==> config.mk <==
export PLATFORM = sky130hd
export DESIGN_NAME = uctl_top
export DESIGN_NICKNAME = d
export VERILOG_FILES = /design/src/verilog/uctl_agg_ep.v /design/src/verilog/uctl_sync3.v /design/src/verilog/uctl_top.v
export VERILOG_INCLUDE_DIRS = /design/src /design/src/verilog
export SDC_FILE = /design/constraint.sdc
export NUM_CORES = 1
export LEC_CHECK = 0
export BUFFER_PORTS_ARGS = -buffer_cell sky130_fd_sc_hd__clkbuf_2
export CAP_MARGIN = 10
export CORE_UTILIZATION = 51
export DETAILED_ROUTE_END_ITERATION = 6
export PLACE_DENSITY = 0.7
export SYNTH_ARGS = -nofsm -noshare
export SYNTH_HDL_FRONTEND = slang
export SYNTH_SLANG_ARGS = --single-unit
==> constraint.sdc <==
create_clock -name pclk -period 6.4 [get_ports pclk]
set_clock_uncertainty 0.1 [all_clocks]
set_input_delay 1.6 -clock pclk [delete_from_list [all_inputs] [get_ports pclk]]
set_output_delay 1.6 -clock pclk [all_outputs]
set_load 0.02 [all_outputs]
==> src/verilog/uctl_consts.vh <==
`ifndef UCTL_CONSTS_VH
`define UCTL_CONSTS_VH
// ----------------------------------------
// Register byte addresses (word aligned)
// ----------------------------------------
`define UCTL_A_EOI      12'h000
`define UCTL_A_VEC_LO   12'h004
`define UCTL_A_VEC_HI   12'h008
`define UCTL_A_AGG_BASE 12'h010
`define UCTL_A_BUS_FUNCTION_ADDRESS    12'h030
`define UCTL_A_POWER    12'h034
`define UCTL_A_TXFLAG   12'h038
`define UCTL_A_RXFLAG   12'h03C
`define UCTL_A_TXEN     12'h040
`define UCTL_A_AGGMODE  12'h044
`define UCTL_A_LAST     12'h044
`define UCTL_A_HOLE     12'h00C
// ----------------------------------------
// Field positions and reset values
// ----------------------------------------
`define UCTL_PW_ISO      7
`define UCTL_PW_SOFT     6
`define UCTL_PW_HIGH_SPEED_ALLOW     5
`define UCTL_PW_HSACT    4
`define UCTL_PW_RST      3
`define UCTL_PW_RESUME   2
`define UCTL_PW_SUSP     1
`define UCTL_PW_SUSPOE   0
`define UCTL_POWER_RST   8'h20
`define UCTL_TXEN_RST    5'h1F
`define UCTL_EOI_ACK     8'h00
`define UCTL_ADDR_W      7
`define UCTL_CNT_W       17
`define UCTL_NUM_EP      4
`endif

==> src/verilog/uctl_agg_ep.v <==
`timescale 1ns/1ps
`include "uctl_consts.vh"
// ----------------------------------------
// Per-endpoint receive aggregation counter
// ----------------------------------------
module uctl_agg_ep (
    input  wire                   pclk,
    input  wire                   presetn,
    input  wire                   agg_mode,
    input  wire [`UCTL_CNT_W-1:0] agg_limit,
    input  wire                   pkt_valid,
    input  wire [10:0]            pkt_bytes,
    input  wire                   pkt_short,
    output reg                    dma_close_q
);
    reg  [`UCTL_CNT_W-1:0] acc_q;
    wire [`UCTL_CNT_W-1:0] acc_sum;

    assign acc_sum = acc_q + {6'b0, pkt_bytes};

    always @(posedge pclk or negedge presetn) begin
        if (!presetn) begin
            acc_q       <= {`UCTL_CNT_W{1'b0}};
            dma_close_q <= 1'b0;
        end else begin
            dma_close_q <= 1'b0;
            if (!agg_mode) begin
                acc_q       <= {`UCTL_CNT_W{1'b0}};
                dma_close_q <= pkt_valid;
            end else if (pkt_valid) begin
                // Short packet or full count ends the DMA packet
                if (pkt_short || acc_sum >= agg_limit) begin
                    acc_q       <= {`UCTL_CNT_W{1'b0}};
                    dma_close_q <= 1'b1;
                end else begin
                    acc_q <= acc_sum;
                end
            end
        end
    end
endmodule

==> src/verilog/uctl_sync3.v <==
`timescale 1ns/1ps
// ----------------------------------------
// Three-stage pin synchroniser with agreement filter
// ----------------------------------------
module uctl_sync3 #(
    parameter W = 1
) (
    input  wire         pclk,
    input  wire         presetn,
    input  wire [W-1:0] pin_in,
    output reg  [W-1:0] level_q
);
    reg [W-1:0] s1_q;
    reg [W-1:0] s2_q;
    reg [W-1:0] s3_q;
    integer     i;

    always @(posedge pclk or negedge presetn) begin
        if (!presetn) begin
            s1_q    <= {W{1'b0}};
            s2_q    <= {W{1'b0}};
            s3_q    <= {W{1'b0}};
            level_q <= {W{1'b0}};
        end else begin
            s1_q <= pin_in;
            s2_q <= s1_q;
            s3_q <= s2_q;
            // Change counts only once the last two stages agree
            for (i = 0; i < W; i = i + 1) begin
                if (s2_q[i] == s3_q[i]) begin
                    level_q[i] <= s3_q[i];
                end
            end
        end
    end
endmodule

==> src/verilog/uctl_top.v <==
`timescale 1ns/1ps
`include "uctl_consts.vh"
// Operation
// - Writing zero to ack field acknowledges interrupt
// - Input vector readable as two halves
// - Aggregate packets until count or short
// - Four 17-bit counts, reset zero
// - Match tokens against programmed device address
// - Iso packet waits for next frame start
// - IN before frame start gets empty packet
// - Soft attach drives or releases data lines
// - High speed allowed at reset, default on
// - Report successful high-speed negotiation
// - Report bus reset presence
// - Drive resume while bit set and suspended
// - Host role sets resume on remote wakeup
// - Suspend status set on entry, cleared
// - Suspend output only when enabled
// - Tx flags: endpoint 0 and 1-4
// - Rx flags: endpoints 1-4, bit 0 zero
// - Tx enable register, bits reset one
module uctl_top (
    input  wire        pclk,
    input  wire        presetn,
    input  wire        psel,
    input  wire        penable,
    input  wire        pwrite,
    input  wire [11:0] paddr,
    input  wire [31:0] pwdata,
    output reg  [31:0] prdata,
    output reg         pready,
    output reg         pslverr,
    input  wire [31:0] irq_vector_in,
    output reg         irq_ack_pulse,
    input  wire        host_role,
    input  wire        tok_valid,
    input  wire        tok_is_in,
    input  wire        tok_is_sof,
    input  wire [6:0]  tok_addr,
    output reg         tok_match,
    output reg         iso_send_now,
    output reg         iso_send_zlp,
    input  wire        tx_loaded,
    input  wire        tx_is_iso,
    input  wire [3:0]  rx_pkt_valid,
    input  wire [10:0] rx_pkt_bytes,
    input  wire        rx_pkt_short,
    output reg  [3:0]  dma_close,
    input  wire [4:0]  tx_event,
    input  wire [3:0]  rx_event,
    output reg         tx_irq,
    input  wire        pin_bus_reset,
    input  wire        pin_suspend,
    input  wire        pin_remote_wake,
    input  wire        phy_hs_ok,
    output reg         dline_oe,
    output reg         hs_negotiate,
    output reg         resume_drive,
    output reg         suspend_out,
    output reg         suspend_irq_read
);
    // ----------------------------------------
    // State
    // ----------------------------------------
    reg  [7:0]             eoi_q;
    reg  [6:0]             bus_device_address_q;
    reg  [7:0]             power_q;
    reg  [4:0]             tx_flag_q;
    reg  [3:0]             rx_flag_q;
    reg  [4:0]             tx_en_q;
    reg  [3:0]             agg_mode_q;
    reg  [15:0]            agg_low_q [0:3];
    reg  [3:0]             agg_top_q;
    reg                    iso_armed_q;
    reg                    susp_prev_q;
    reg                    rst_prev_q;
    wire [2:0]             pin_lvl;
    wire                   bus_rst;
    wire                   bus_susp;
    wire                   bus_wake;
    wire [3:0]             close_w;
    wire                   wr_en;
    wire                   rd_en;
    wire [3:0]             agg_idx;
    wire                   agg_hit;
    reg  [31:0]            rd_d;
    integer                k;

    assign wr_en   = psel & penable & pwrite;
    assign rd_en   = psel & penable & ~pwrite;
    assign agg_idx = paddr[6:3] - 4'h2;
    assign agg_hit = (paddr >= `UCTL_A_AGG_BASE) && (paddr < `UCTL_A_BUS_FUNCTION_ADDRESS);

    function addr_ok;
        input [11:0] a;
        begin
            addr_ok = (a[1:0] == 2'b00) && (a <= `UCTL_A_LAST) && (a != `UCTL_A_HOLE);
        end
    endfunction

    uctl_sync3 #(.W(3)) u_pins (
        .pclk    (pclk),
        .presetn (presetn),
        .pin_in  ({pin_remote_wake, pin_suspend, pin_bus_reset}),
        .level_q (pin_lvl)
    );
    assign bus_rst  = pin_lvl[0];
    assign bus_susp = pin_lvl[1];
    assign bus_wake = pin_lvl[2];

    genvar g;
    generate
        for (g = 0; g < `UCTL_NUM_EP; g = g + 1) begin : g_agg
            uctl_agg_ep u_agg (
                .pclk        (pclk),
                .presetn     (presetn),
                .agg_mode    (agg_mode_q[g]),
                .agg_limit   ({agg_top_q[g], agg_low_q[g]}),
                .pkt_valid   (rx_pkt_valid[g]),
                .pkt_bytes   (rx_pkt_bytes),
                .pkt_short   (rx_pkt_short),
                .dma_close_q (close_w[g])
            );
        end
    endgenerate

    // ----------------------------------------
    // Read mux
    // ----------------------------------------
    always @* begin
        rd_d = 32'h0000_0000;
        if (agg_hit) begin
            if (paddr[2]) begin
                rd_d = {31'h0000_0000, agg_top_q[agg_idx[1:0]]};
            end else begin
                rd_d = {16'h0000, agg_low_q[agg_idx[1:0]]};
            end
        end else begin
            case (paddr)
                `UCTL_A_EOI:     rd_d = {24'h00_0000, eoi_q};
                `UCTL_A_VEC_LO:  rd_d = {16'h0000, irq_vector_in[15:0]};
                `UCTL_A_VEC_HI:  rd_d = {16'h0000, irq_vector_in[31:16]};
                `UCTL_A_BUS_FUNCTION_ADDRESS:   rd_d = {25'h000_0000, bus_device_address_q};
                `UCTL_A_POWER:   rd_d = {24'h00_0000, power_q};
                `UCTL_A_TXFLAG:  rd_d = {27'h000_0000, tx_flag_q};
                `UCTL_A_RXFLAG:  rd_d = {27'h000_0000, rx_flag_q, 1'b0};
                `UCTL_A_TXEN:    rd_d = {27'h000_0000, tx_en_q};
                `UCTL_A_AGGMODE: rd_d = {28'h000_0000, agg_mode_q};
                default:         rd_d = 32'h0000_0000;
            endcase
        end
    end

    // ----------------------------------------
    // APB slave and registers
    // ----------------------------------------
    always @(posedge pclk or negedge presetn) begin
        if (!presetn) begin
            prdata               <= 32'h0000_0000;
            pready               <= 1'b0;
            pslverr              <= 1'b0;
            eoi_q                <= 8'h00;
            irq_ack_pulse        <= 1'b0;
            bus_device_address_q <= 7'h00;
            power_q              <= `UCTL_POWER_RST;
            tx_flag_q            <= 5'h00;
            rx_flag_q            <= 4'h0;
            tx_en_q              <= `UCTL_TXEN_RST;
            agg_mode_q           <= 4'h0;
            agg_top_q            <= 4'h0;
            suspend_irq_read     <= 1'b0;
            susp_prev_q          <= 1'b0;
            rst_prev_q           <= 1'b0;
            for (k = 0; k < 4; k = k + 1) begin
                agg_low_q[k] <= 16'h0000;
            end
        end else begin
            // Single wait state keeps read data registered
            pready           <= psel & penable & ~pready;
            pslverr          <= psel & penable & ~pready & ~addr_ok(paddr);
            irq_ack_pulse    <= 1'b0;
            suspend_irq_read <= 1'b0;
            susp_prev_q      <= bus_susp;
            rst_prev_q       <= bus_rst;
            if (rd_en && !pready) begin
                prdata <= rd_d;
            end
            // Flags: events set, read clears; a same-cycle event wins
            tx_flag_q <= tx_flag_q;
            rx_flag_q <= rx_flag_q;
            if (rd_en && pready && paddr == `UCTL_A_TXFLAG) begin
                tx_flag_q        <= 5'h00;
                suspend_irq_read <= 1'b1;
            end
            if (rd_en && pready && paddr == `UCTL_A_RXFLAG) begin
                rx_flag_q <= 4'h0;
            end
            tx_flag_q <= ((rd_en && pready && paddr == `UCTL_A_TXFLAG) ? 5'h00 : tx_flag_q)
                         | tx_event;
            rx_flag_q <= ((rd_en && pready && paddr == `UCTL_A_RXFLAG) ? 4'h0 : rx_flag_q)
                         | rx_event;
            // Read-only status bits track the bus
            power_q[`UCTL_PW_RST] <= bus_rst;
            if (bus_rst && !rst_prev_q) begin
                power_q[`UCTL_PW_HSACT] <= 1'b0;
            end else if (bus_rst && power_q[`UCTL_PW_HIGH_SPEED_ALLOW] && phy_hs_ok) begin
                power_q[`UCTL_PW_HSACT] <= 1'b1;
            end
            if (bus_susp && !susp_prev_q) begin
                power_q[`UCTL_PW_SUSP] <= 1'b1;
            end else if (suspend_irq_read || power_q[`UCTL_PW_RESUME]) begin
                power_q[`UCTL_PW_SUSP] <= 1'b0;
            end
            if (host_role && power_q[`UCTL_PW_SUSP] && bus_wake) begin
                power_q[`UCTL_PW_RESUME] <= 1'b1;
            end
            if (wr_en && pready) begin
                if (agg_hit) begin
                    if (paddr[2]) begin
                        agg_top_q[agg_idx[1:0]] <= pwdata[0];
                    end else begin
                        agg_low_q[agg_idx[1:0]] <= pwdata[15:0];
                    end
                end
                case (paddr)
                    `UCTL_A_EOI: begin
                        eoi_q <= pwdata[7:0];
                        irq_ack_pulse <= (pwdata[7:0] == `UCTL_EOI_ACK);
                    end
                    `UCTL_A_BUS_FUNCTION_ADDRESS:   bus_device_address_q <= pwdata[6:0];
                    `UCTL_A_POWER: begin
                        power_q[`UCTL_PW_ISO]    <= pwdata[`UCTL_PW_ISO];
                        power_q[`UCTL_PW_SOFT]   <= pwdata[`UCTL_PW_SOFT];
                        power_q[`UCTL_PW_HIGH_SPEED_ALLOW]   <= pwdata[`UCTL_PW_HIGH_SPEED_ALLOW];
                        power_q[`UCTL_PW_RESUME] <= pwdata[`UCTL_PW_RESUME];
                        power_q[`UCTL_PW_SUSPOE] <= pwdata[`UCTL_PW_SUSPOE];
                        if (pwdata[`UCTL_PW_RESUME]) begin
                            power_q[`UCTL_PW_SUSP] <= 1'b0;
                        end
                    end
                    `UCTL_A_TXEN:    tx_en_q    <= pwdata[4:0];
                    `UCTL_A_AGGMODE: agg_mode_q <= pwdata[3:0];
                    default: ;
                endcase
            end
        end
    end

    // ----------------------------------------
    // Link-side outputs
    // ----------------------------------------
    always @(posedge pclk or negedge presetn) begin
        if (!presetn) begin
            tok_match    <= 1'b0;
            iso_send_now <= 1'b0;
            iso_send_zlp <= 1'b0;
            iso_armed_q  <= 1'b0;
            dma_close    <= 4'h0;
            tx_irq       <= 1'b0;
            dline_oe     <= 1'b0;
            hs_negotiate <= 1'b0;
            resume_drive <= 1'b0;
            suspend_out  <= 1'b0;
        end else begin
            // Token address compared with programmed one in either host_role setting
            tok_match <= tok_valid && (tok_addr == bus_device_address_q);
            iso_send_now <= 1'b0;
            iso_send_zlp <= 1'b0;
            if (!tx_loaded) begin
                iso_armed_q <= 1'b0;
            end else if (tx_is_iso && power_q[`UCTL_PW_ISO]) begin
                if (tok_valid && tok_is_sof) begin
                    iso_armed_q <= 1'b1;
                end else if (tok_valid && tok_is_in) begin
                    iso_send_now <= iso_armed_q;
                    iso_send_zlp <= ~iso_armed_q;
                end
            end else if (tok_valid && tok_is_in) begin
                iso_send_now <= 1'b1;
            end
            dma_close    <= close_w;
            tx_irq       <= |(tx_flag_q & tx_en_q);
            dline_oe     <= power_q[`UCTL_PW_SOFT];
            hs_negotiate <= bus_rst & power_q[`UCTL_PW_HIGH_SPEED_ALLOW];
            resume_drive <= power_q[`UCTL_PW_RESUME] & bus_susp;
            suspend_out  <= power_q[`UCTL_PW_SUSPOE] & power_q[`UCTL_PW_SUSP];
        end
    end
endmodule
* Word-level counts from Yosys, hierarchy flattened
Index checks and enable logic that the tools add are counted.
** Cells by class
- $add $sub $neg :: 5
- $lt $le $gt $ge :: 11
- Eq/ne operators :: 19
- Multiplexer cells :: 63
- Bitwise logic cells :: 17
- Reductions and logical operators :: 41
** Operators by type and width (count)
- $mux W17 :: 12
- $pmux W16 S9 :: 1
- $mux W16 :: 5
- $add A17 B11 Y17 :: 4
- $ge A17 B17 Y1 :: 4
- $bwmux W64 :: 1
- $eq A12 B6 Y1 const B :: 4
- $mux W1 :: 35
- $bmux W16 S2 :: 1
- $demux W16 S2 :: 1
- $eq A12 B7 Y1 const B :: 2
- $logic_and A1 B1 Y1 :: 20
- $eq A12 B3 Y1 const B :: 1
- $eq A12 B4 Y1 const B :: 1
- $ge A12 B5 Y1 const B :: 1
- $le A12 B7 Y1 const B :: 1
- $logic_not A12 Y1 :: 1
- $lt A12 B6 Y1 const B :: 1
- $ne A12 B4 Y1 const B :: 1
- $reduce_and A2 Y1 :: 6
- $and A1 B1 Y1 :: 8
- $logic_not A8 Y1 :: 1
- $ne A2 B2 Y1 const B :: 4
- $eq A7 B7 Y1 :: 1
- 24 further kinds :: 39
** Word-level totals
- Flip-flop bits (word level) :: 244
- Input bits :: 123
- Output and inout port bits :: 48
- Logic and storage cells :: 201

* Depth between registers and ports, before layout
- Depth in word-level cells :: 7
- Depth in mapped cells :: 17
- Depth with buffers taken out :: 16

* Modules after synthesis
Synthesis repeated with hierarchy kept, for this count alone.
** Unflattened totals
- Cells, all modules :: 1405
- Area, all modules :: 14301.2 sq um
** Modules (own cells, without submodules)
- uctl_top :: instances 1, cells an instance 504, area each 6705.2 sq um
- uctl_agg_ep at g_agg[0].u_agg ... :: instances 3, cells an instance 222, area each 1799.2 sq um
- uctl_agg_ep at g_agg[1].u_agg :: instances 1, cells an instance 220, area each 1864.3 sq um
- uctl_sync3 :: instances 1, cells an instance 15, area each 334.1 sq um

* Worst setup path before layout
No wires, ideal clock.
- Path type :: input-to-reg
- Start :: input rx_pkt_bytes[0]
- End :: register g_agg[1].u_agg.dma_close_q
- Setup time :: 119 ps
- Arrival :: 5122 ps
- Setup slack :: 1059 ps
- Cell stages on the path :: 17
- Buffers on the path :: 2
- Path through :: ha_1 -> inv_1 -> fa_1 -> nand2b_1 -> a21oi_1 -> o21ai_0 -> a21o_1 -> clkbuf_1 -> nor2_1 -> xor2_1 -> ha_1 -> a21o_1 -> a21o_1 -> a2111oi_2 -> nand2_1 -> clkbuf_1 -> and2_1
** On the way
- Longest elaborated chain between the ends :: 6
** RTL lines
- start, declared :: line uctl_top.v:46 : input wire [10:0] rx_pkt_bytes,
- $add A17 B11 Y17 :: line uctl_agg_ep.v:19 : assign acc_sum = acc_q + {6'b0, pkt_bytes};
- $ge A17 B17 Y1 :: line uctl_agg_ep.v:32 : if (pkt_short || acc_sum >= agg_limit) begin
- $logic_or A1 B1 Y1 :: line uctl_agg_ep.v:32
- $mux W1 :: line uctl_agg_ep.v:32
- $mux W1 :: line uctl_agg_ep.v:30 : end else if (pkt_valid) begin
- $mux W1 :: line uctl_agg_ep.v:27 : if (!agg_mode) begin
- end signal, assigned :: line uctl_agg_ep.v:29 : dma_close_q <= pkt_valid;
- end, declared :: line uctl_agg_ep.v:14 : output reg dma_close_q
Every way passes these cells.
A chain may end at the register's enable or synchronous reset.

* Worst setup path after layout
- Start :: input rx_pkt_bytes[1]
- End :: register g_agg[1].u_agg.acc_q[3]
** On the way
- Longest elaborated chain between the ends :: 6
** RTL lines
- $add A17 B11 Y17 * :: line uctl_agg_ep.v:19
- $ge A17 B17 Y1 :: line uctl_agg_ep.v:32
- $logic_or A1 B1 Y1 :: line uctl_agg_ep.v:32
- $mux W17 * :: line uctl_agg_ep.v:32
- $mux W17 * :: line uctl_agg_ep.v:30
- $mux W17 * :: line uctl_agg_ep.v:27
- end signal, assigned :: line uctl_agg_ep.v:28 : acc_q <= {`UCTL_CNT_W{1'b0}};
- end signal, assigned :: line uctl_agg_ep.v:33 : acc_q <= {`UCTL_CNT_W{1'b0}};
- end signal, assigned :: line uctl_agg_ep.v:36 : acc_q <= acc_sum;
- end, declared :: line uctl_agg_ep.v:16 : reg [`UCTL_CNT_W-1:0] acc_q;
Mark *: on every way between the ends. The rest lies on a longest branch, timed or not. The select of a mux whose other input is x is not followed.

==> metrics.md <==
| Metric | Value |
|---|---|
| Ranking of synthesized cells by area | dfrtp_1 39%, ha_1 9.8%, mux2_2 7.0%, xnor2_1 3.0%, nand2_1 2.9% |
| Yosys warns | 0 |
| Post-synth ARST share | 100% |
| Number of antenna violations at the first check in global routing | 1 |
| Wirelength per Cell | 20.6 um |
| Clock buffer depth | 3 |
| Crit path max fanout | 13 |
| Family with the most delay on the worst path | compound AO/OA/AOI/OAI gates |
| Worst EP arrival | 5.69 ns |
| Psw | 1.14 mW |
| Clock share of power | 38.8% |
| Number of port buffers | 138 |
| CTS Buf Count | 26 |
| Cts-stage hold buffer count | 0 |
| Remaining Overflow, GRT | 0 |
| Synth Flop Type | dfrtp_1 |
| GP Congestion | 0.944 |
| Layout cell share with drive strength beyond 1 | 21.5% |
| Yosys top cell by area | dfrtp_1 |
| First-pass DRT Iterations | 7 |
| Area after DPL | 0.0153 mm2 |
| Die X | 170 um |
| Unrepaired setup endpoints after global routing | no |
| Global-route wire length before repair | 62700 um |
| Leak Pwr | 7.49 nW |
| Max Clk Rate | 0.186 GHz |
| Mean Syn Cell Area | 10.1 um2 |
| Actual slew at the worst max-slew pin | 1.09 ns |
| CP bufs+invs | 4 |
| Minimum clock period | 5.37 ns |
| Hold WS | 0.248 ns |
| Sw Ratio | 29.9% |
| Number of synthesized flops with an enable pin | 0 |
| Reg area | 0.00569 mm2 |
| Number of global-route vias before repair | 11319 |
| Footprint of the multi-input gates | 0.00795 mm2 |
| Iteration-0 DRC Markers | 896 |
| Share of the synthesized area in the top cell type | 38.6% |
| TritonCTS Sinks | 227 |
| Fin. Hold Viols | 0 |
| Synth-to-layout area growth | 13.0% |
| Post-synthesis sequential area ratio | 39.7% |
| Startpoint Class | input port |
| CTS-repair resized insts | 0 |
| Relative slew slack | 27.3% |
| Starting Density | 52.6% |
| Sequential power share | 40.2% |
| CP cell instances | clkbuf_2 > inv_1 > fa_1 > nand2b_1 > a21oi_1 > o21ai_0 > a21o_1 > nor2_1 > xor2_1 > ha_1 > a21o_1 > a21o_1 > a2111oi_2 > buf_4 > nand2_1 > buf_4 > o41ai_1 |
| Maximum vdd ir drop | 0.173 mV |
| PD cells | 236 mW/mm2 |
| Die area | 0.0288 mm2 |
| Design Area, Final | 0.0162 mm2 |
| Final HPWL DP | 29700 um |
| Mapped cell area | 0.0143 mm2 |
| Final Cycle Share | 83.9% |
| CP endpoint kind | flip-flop |
| Final #Nets | 1786 |
| Hold Path Depth | 0 |
| Total of fill cells in the finished design | 2355 |
| # IOs | 171 |
| DRC | 0 |
| Number of diodes | 0 |
| Reg2Reg Depth | 16 |
| Hold Path Class | reg2reg |
| CTS root buffer | clkbuf_16 |
| Htree depth | 1 |
| Vias per inst | 5.96 |
| Int Power | 2.67 mW |
| CTS clk-pin slew, worst paths | 0.06 ns |
| Max Cap Viol | 0 |
| Crit Path Class | in2reg |
| Flop2flop setup slack | 2.05 ns |
| CTS tree | yes |
| Via count | 11541 |
| Largest net degree at the start of global routing | 138 |
| # Post-CTS Setup Buffers | 0 |
| CP max stage cell | fa_1 |
| Status | finished, final reports clean |
| Post-route ant nets | 0 |
| Logic gate share of total power | 20.9% |
| Post-Syn Instances | 1416 |
| GR Util All Layers | 28.3% |
| Distinct cell type count after synthesis | 77 |
| Clock Latency Late Sink | 0.56 ns |
| Core area | 0.0273 mm2 |
| Routed wire length | 39900 um |
| Setup Viol. Count Final | 0 |
| CP dominant cell by count | a21o_1 |
| Critical path depth | 17 |
| Placement row count | 60 |
| Setup_tns | 0 ns |
| Slew Viols, Final | 0 |
| Die Ht | 170 um |
| Crit-path max cell delay | 0.49 ns |
| CP required | 6.72 ns |
| Post-synthesis register bit count | 227 |
==> path summary, 6_finish.rpt <==
path                                                            from                                   to
worst max-delay path                                 rx_pkt_bytes[1]  g_agg[1].u_agg.acc_q[3]$_DFFE_PN0P_
worst min-delay path            g_agg[3].u_agg.dma_close_q$_DFF_PN0_               dma_close[3]$_DFF_PN0_
worst max register to register   g_agg[2].u_agg.acc_q[0]$_DFFE_PN0P_  g_agg[2].u_agg.acc_q[6]$_DFFE_PN0P_
worst min register to register  g_agg[3].u_agg.dma_close_q$_DFF_PN0_               dma_close[3]$_DFF_PN0_
max in group asynchronous                                    presetn  g_agg[3].u_agg.acc_q[9]$_DFFE_PN0P_
min in group asynchronous                                    presetn               dma_close[2]$_DFF_PN0_
==> cell usage after synthesis, types with 6 or more instances <==
cell / count
inv_1: 108
ha_1: 112
a211o_1: 8
o22ai_1: 11
o211ai_1: 15
a21oi_1: 67
a222oi_1: 12
mux2_4: 10
a21o_1: 37
a22o_1: 13
nor2_1: 78
nor3b_1: 7
mux2_2: 89
xor2_1: 15
clkbuf_1: 39
and3_1: 10
o21ai_0: 66
o2111ai_1: 8
a22oi_1: 13
a211oi_1: 22
nand4_1: 21
mux4_2: 18
a2111oi_0: 9
and4_1: 7
buf_4: 16
o21a_1: 15
o31ai_1: 12
and2_1: 14
nand2_1: 110
nor2b_1: 14
nor3_1: 16
xnor2_1: 49
dfstp_2: 6
buf_2: 8
a31oi_1: 14
nand2b_1: 12
nand3_1: 30
dfrtp_1: 221
==> per-layer routing <==
layer | wire (um) | global-route usage [%] | vias to the layer above | part of all wire (%)
li1 | - | - | 5427 | -
met1 | 17400 | 38.3 | 5673 | 43
met2 | 18600 | 45.3 | 357 | 47
met3 | 2430 | 4.78 | 84 | 6.1
met4 | 1520 | 10.8 | 0 | 3.8
met5 | 0 | 0 | - | 0
==> layout by cell type, fill, tap and decap left out, drive strengths merged, types with 11 or more instances in the layout <==
cell type and n:
xnor2 49, o22ai 11, nor2b 14, a222oi 12, a22oi 13, ha 112, nand4 21, inv 108
conb 16, xor2 15, a21oi 67, a31oi 14, nand2b 12, dfrtp 221, o31ai 12, clkbuf 175
o21ai 67, mux4 18, a22o 13, nand2 111, nand3 31, mux2 99, o211ai 15, o21a 15
and2 15, buf 18, nor3 19, a211oi 22, nor2 81, a21o 37
==> power groups by stage <==
stage / clock network (mW) / logic, mW / registers [mW]
4_1_cts: 1.50 / 0.792 / 1.54
3_3_place_gp: 0 / 0.766 / 1.56
6_report: 1.48 / 0.798 / 1.53
5_1_grt: 1.56 / 0.886 / 1.54
2_1_floorplan: 0 / 0.493 / 1.58
3_5_place_dp: 0 / 0.787 / 1.56
==> layout make-up <==
class,instances,area share (%)
Clock buffer,38,4.73
Clock inverter,7,0.541
Inverter,108,2.50
Multi-Input combinational cell,1029,49.1
Sequential cell,227,35.1
Tap cell,372,2.87
Timing Repair Buffer,155,5.12
==> sequential cells by signal (all words and copies together), names as in the netlist, 3 cells and up <==
| name | flops |
|---|---|
| bus_device_address_q | 7 |
| u_pins.s1_q | 3 |
| tx_en_q | 5 |
| prdata | 16 |
| u_pins.level_q | 3 |
| tx_flag_q | 5 |
| rx_flag_q | 4 |
| agg_mode_q | 4 |
| agg_low_q | 64 |
| u_pins.s2_q | 3 |
| eoi_q | 8 |
| u_pins.s3_q | 3 |
| g_agg.u_agg.acc_q | 68 |
| dma_close | 4 |
| agg_top_q | 4 |
| g_agg.u_agg.dma_close_q | 4 |
| power_q | 8 |
==> metrics by stage <==
| stage | setup slack (ns) | utilization [%] | power, mW | std cells |
|---|---|---|---|---|
| 2_1_floorplan | 1.06 | - | 2.08 | 1431 |
| 3_3_place_gp | 0.569 | 56.3 | 2.32 | 1891 |
| 3_5_place_dp | 0.517 | 56.3 | 2.35 | 1891 |
| 4_1_cts | 1.05 | 59.4 | 3.83 | 1936 |
| 5_1_grt | 0.783 | 59.4 | 3.99 | 1936 |
| 6_report | 1.03 | 59.4 | 3.81 | 1936 |
==> cell families (layout without fill, tap and decap cells) <==
family	Yosys count	count (layout)	share of synthesized area, %
flops	227	227	39.7
simple gates	350	350	12.3
other cells	1	16	0.0262
buf+inv	175	308	5.21
xor+xnor	64	64	3.91
mux	120	120	11.1
compound gates	360	360	17.2
fa+ha+maj	119	119	10.6
Note: power is estimated with default switching activity, not from simulation.
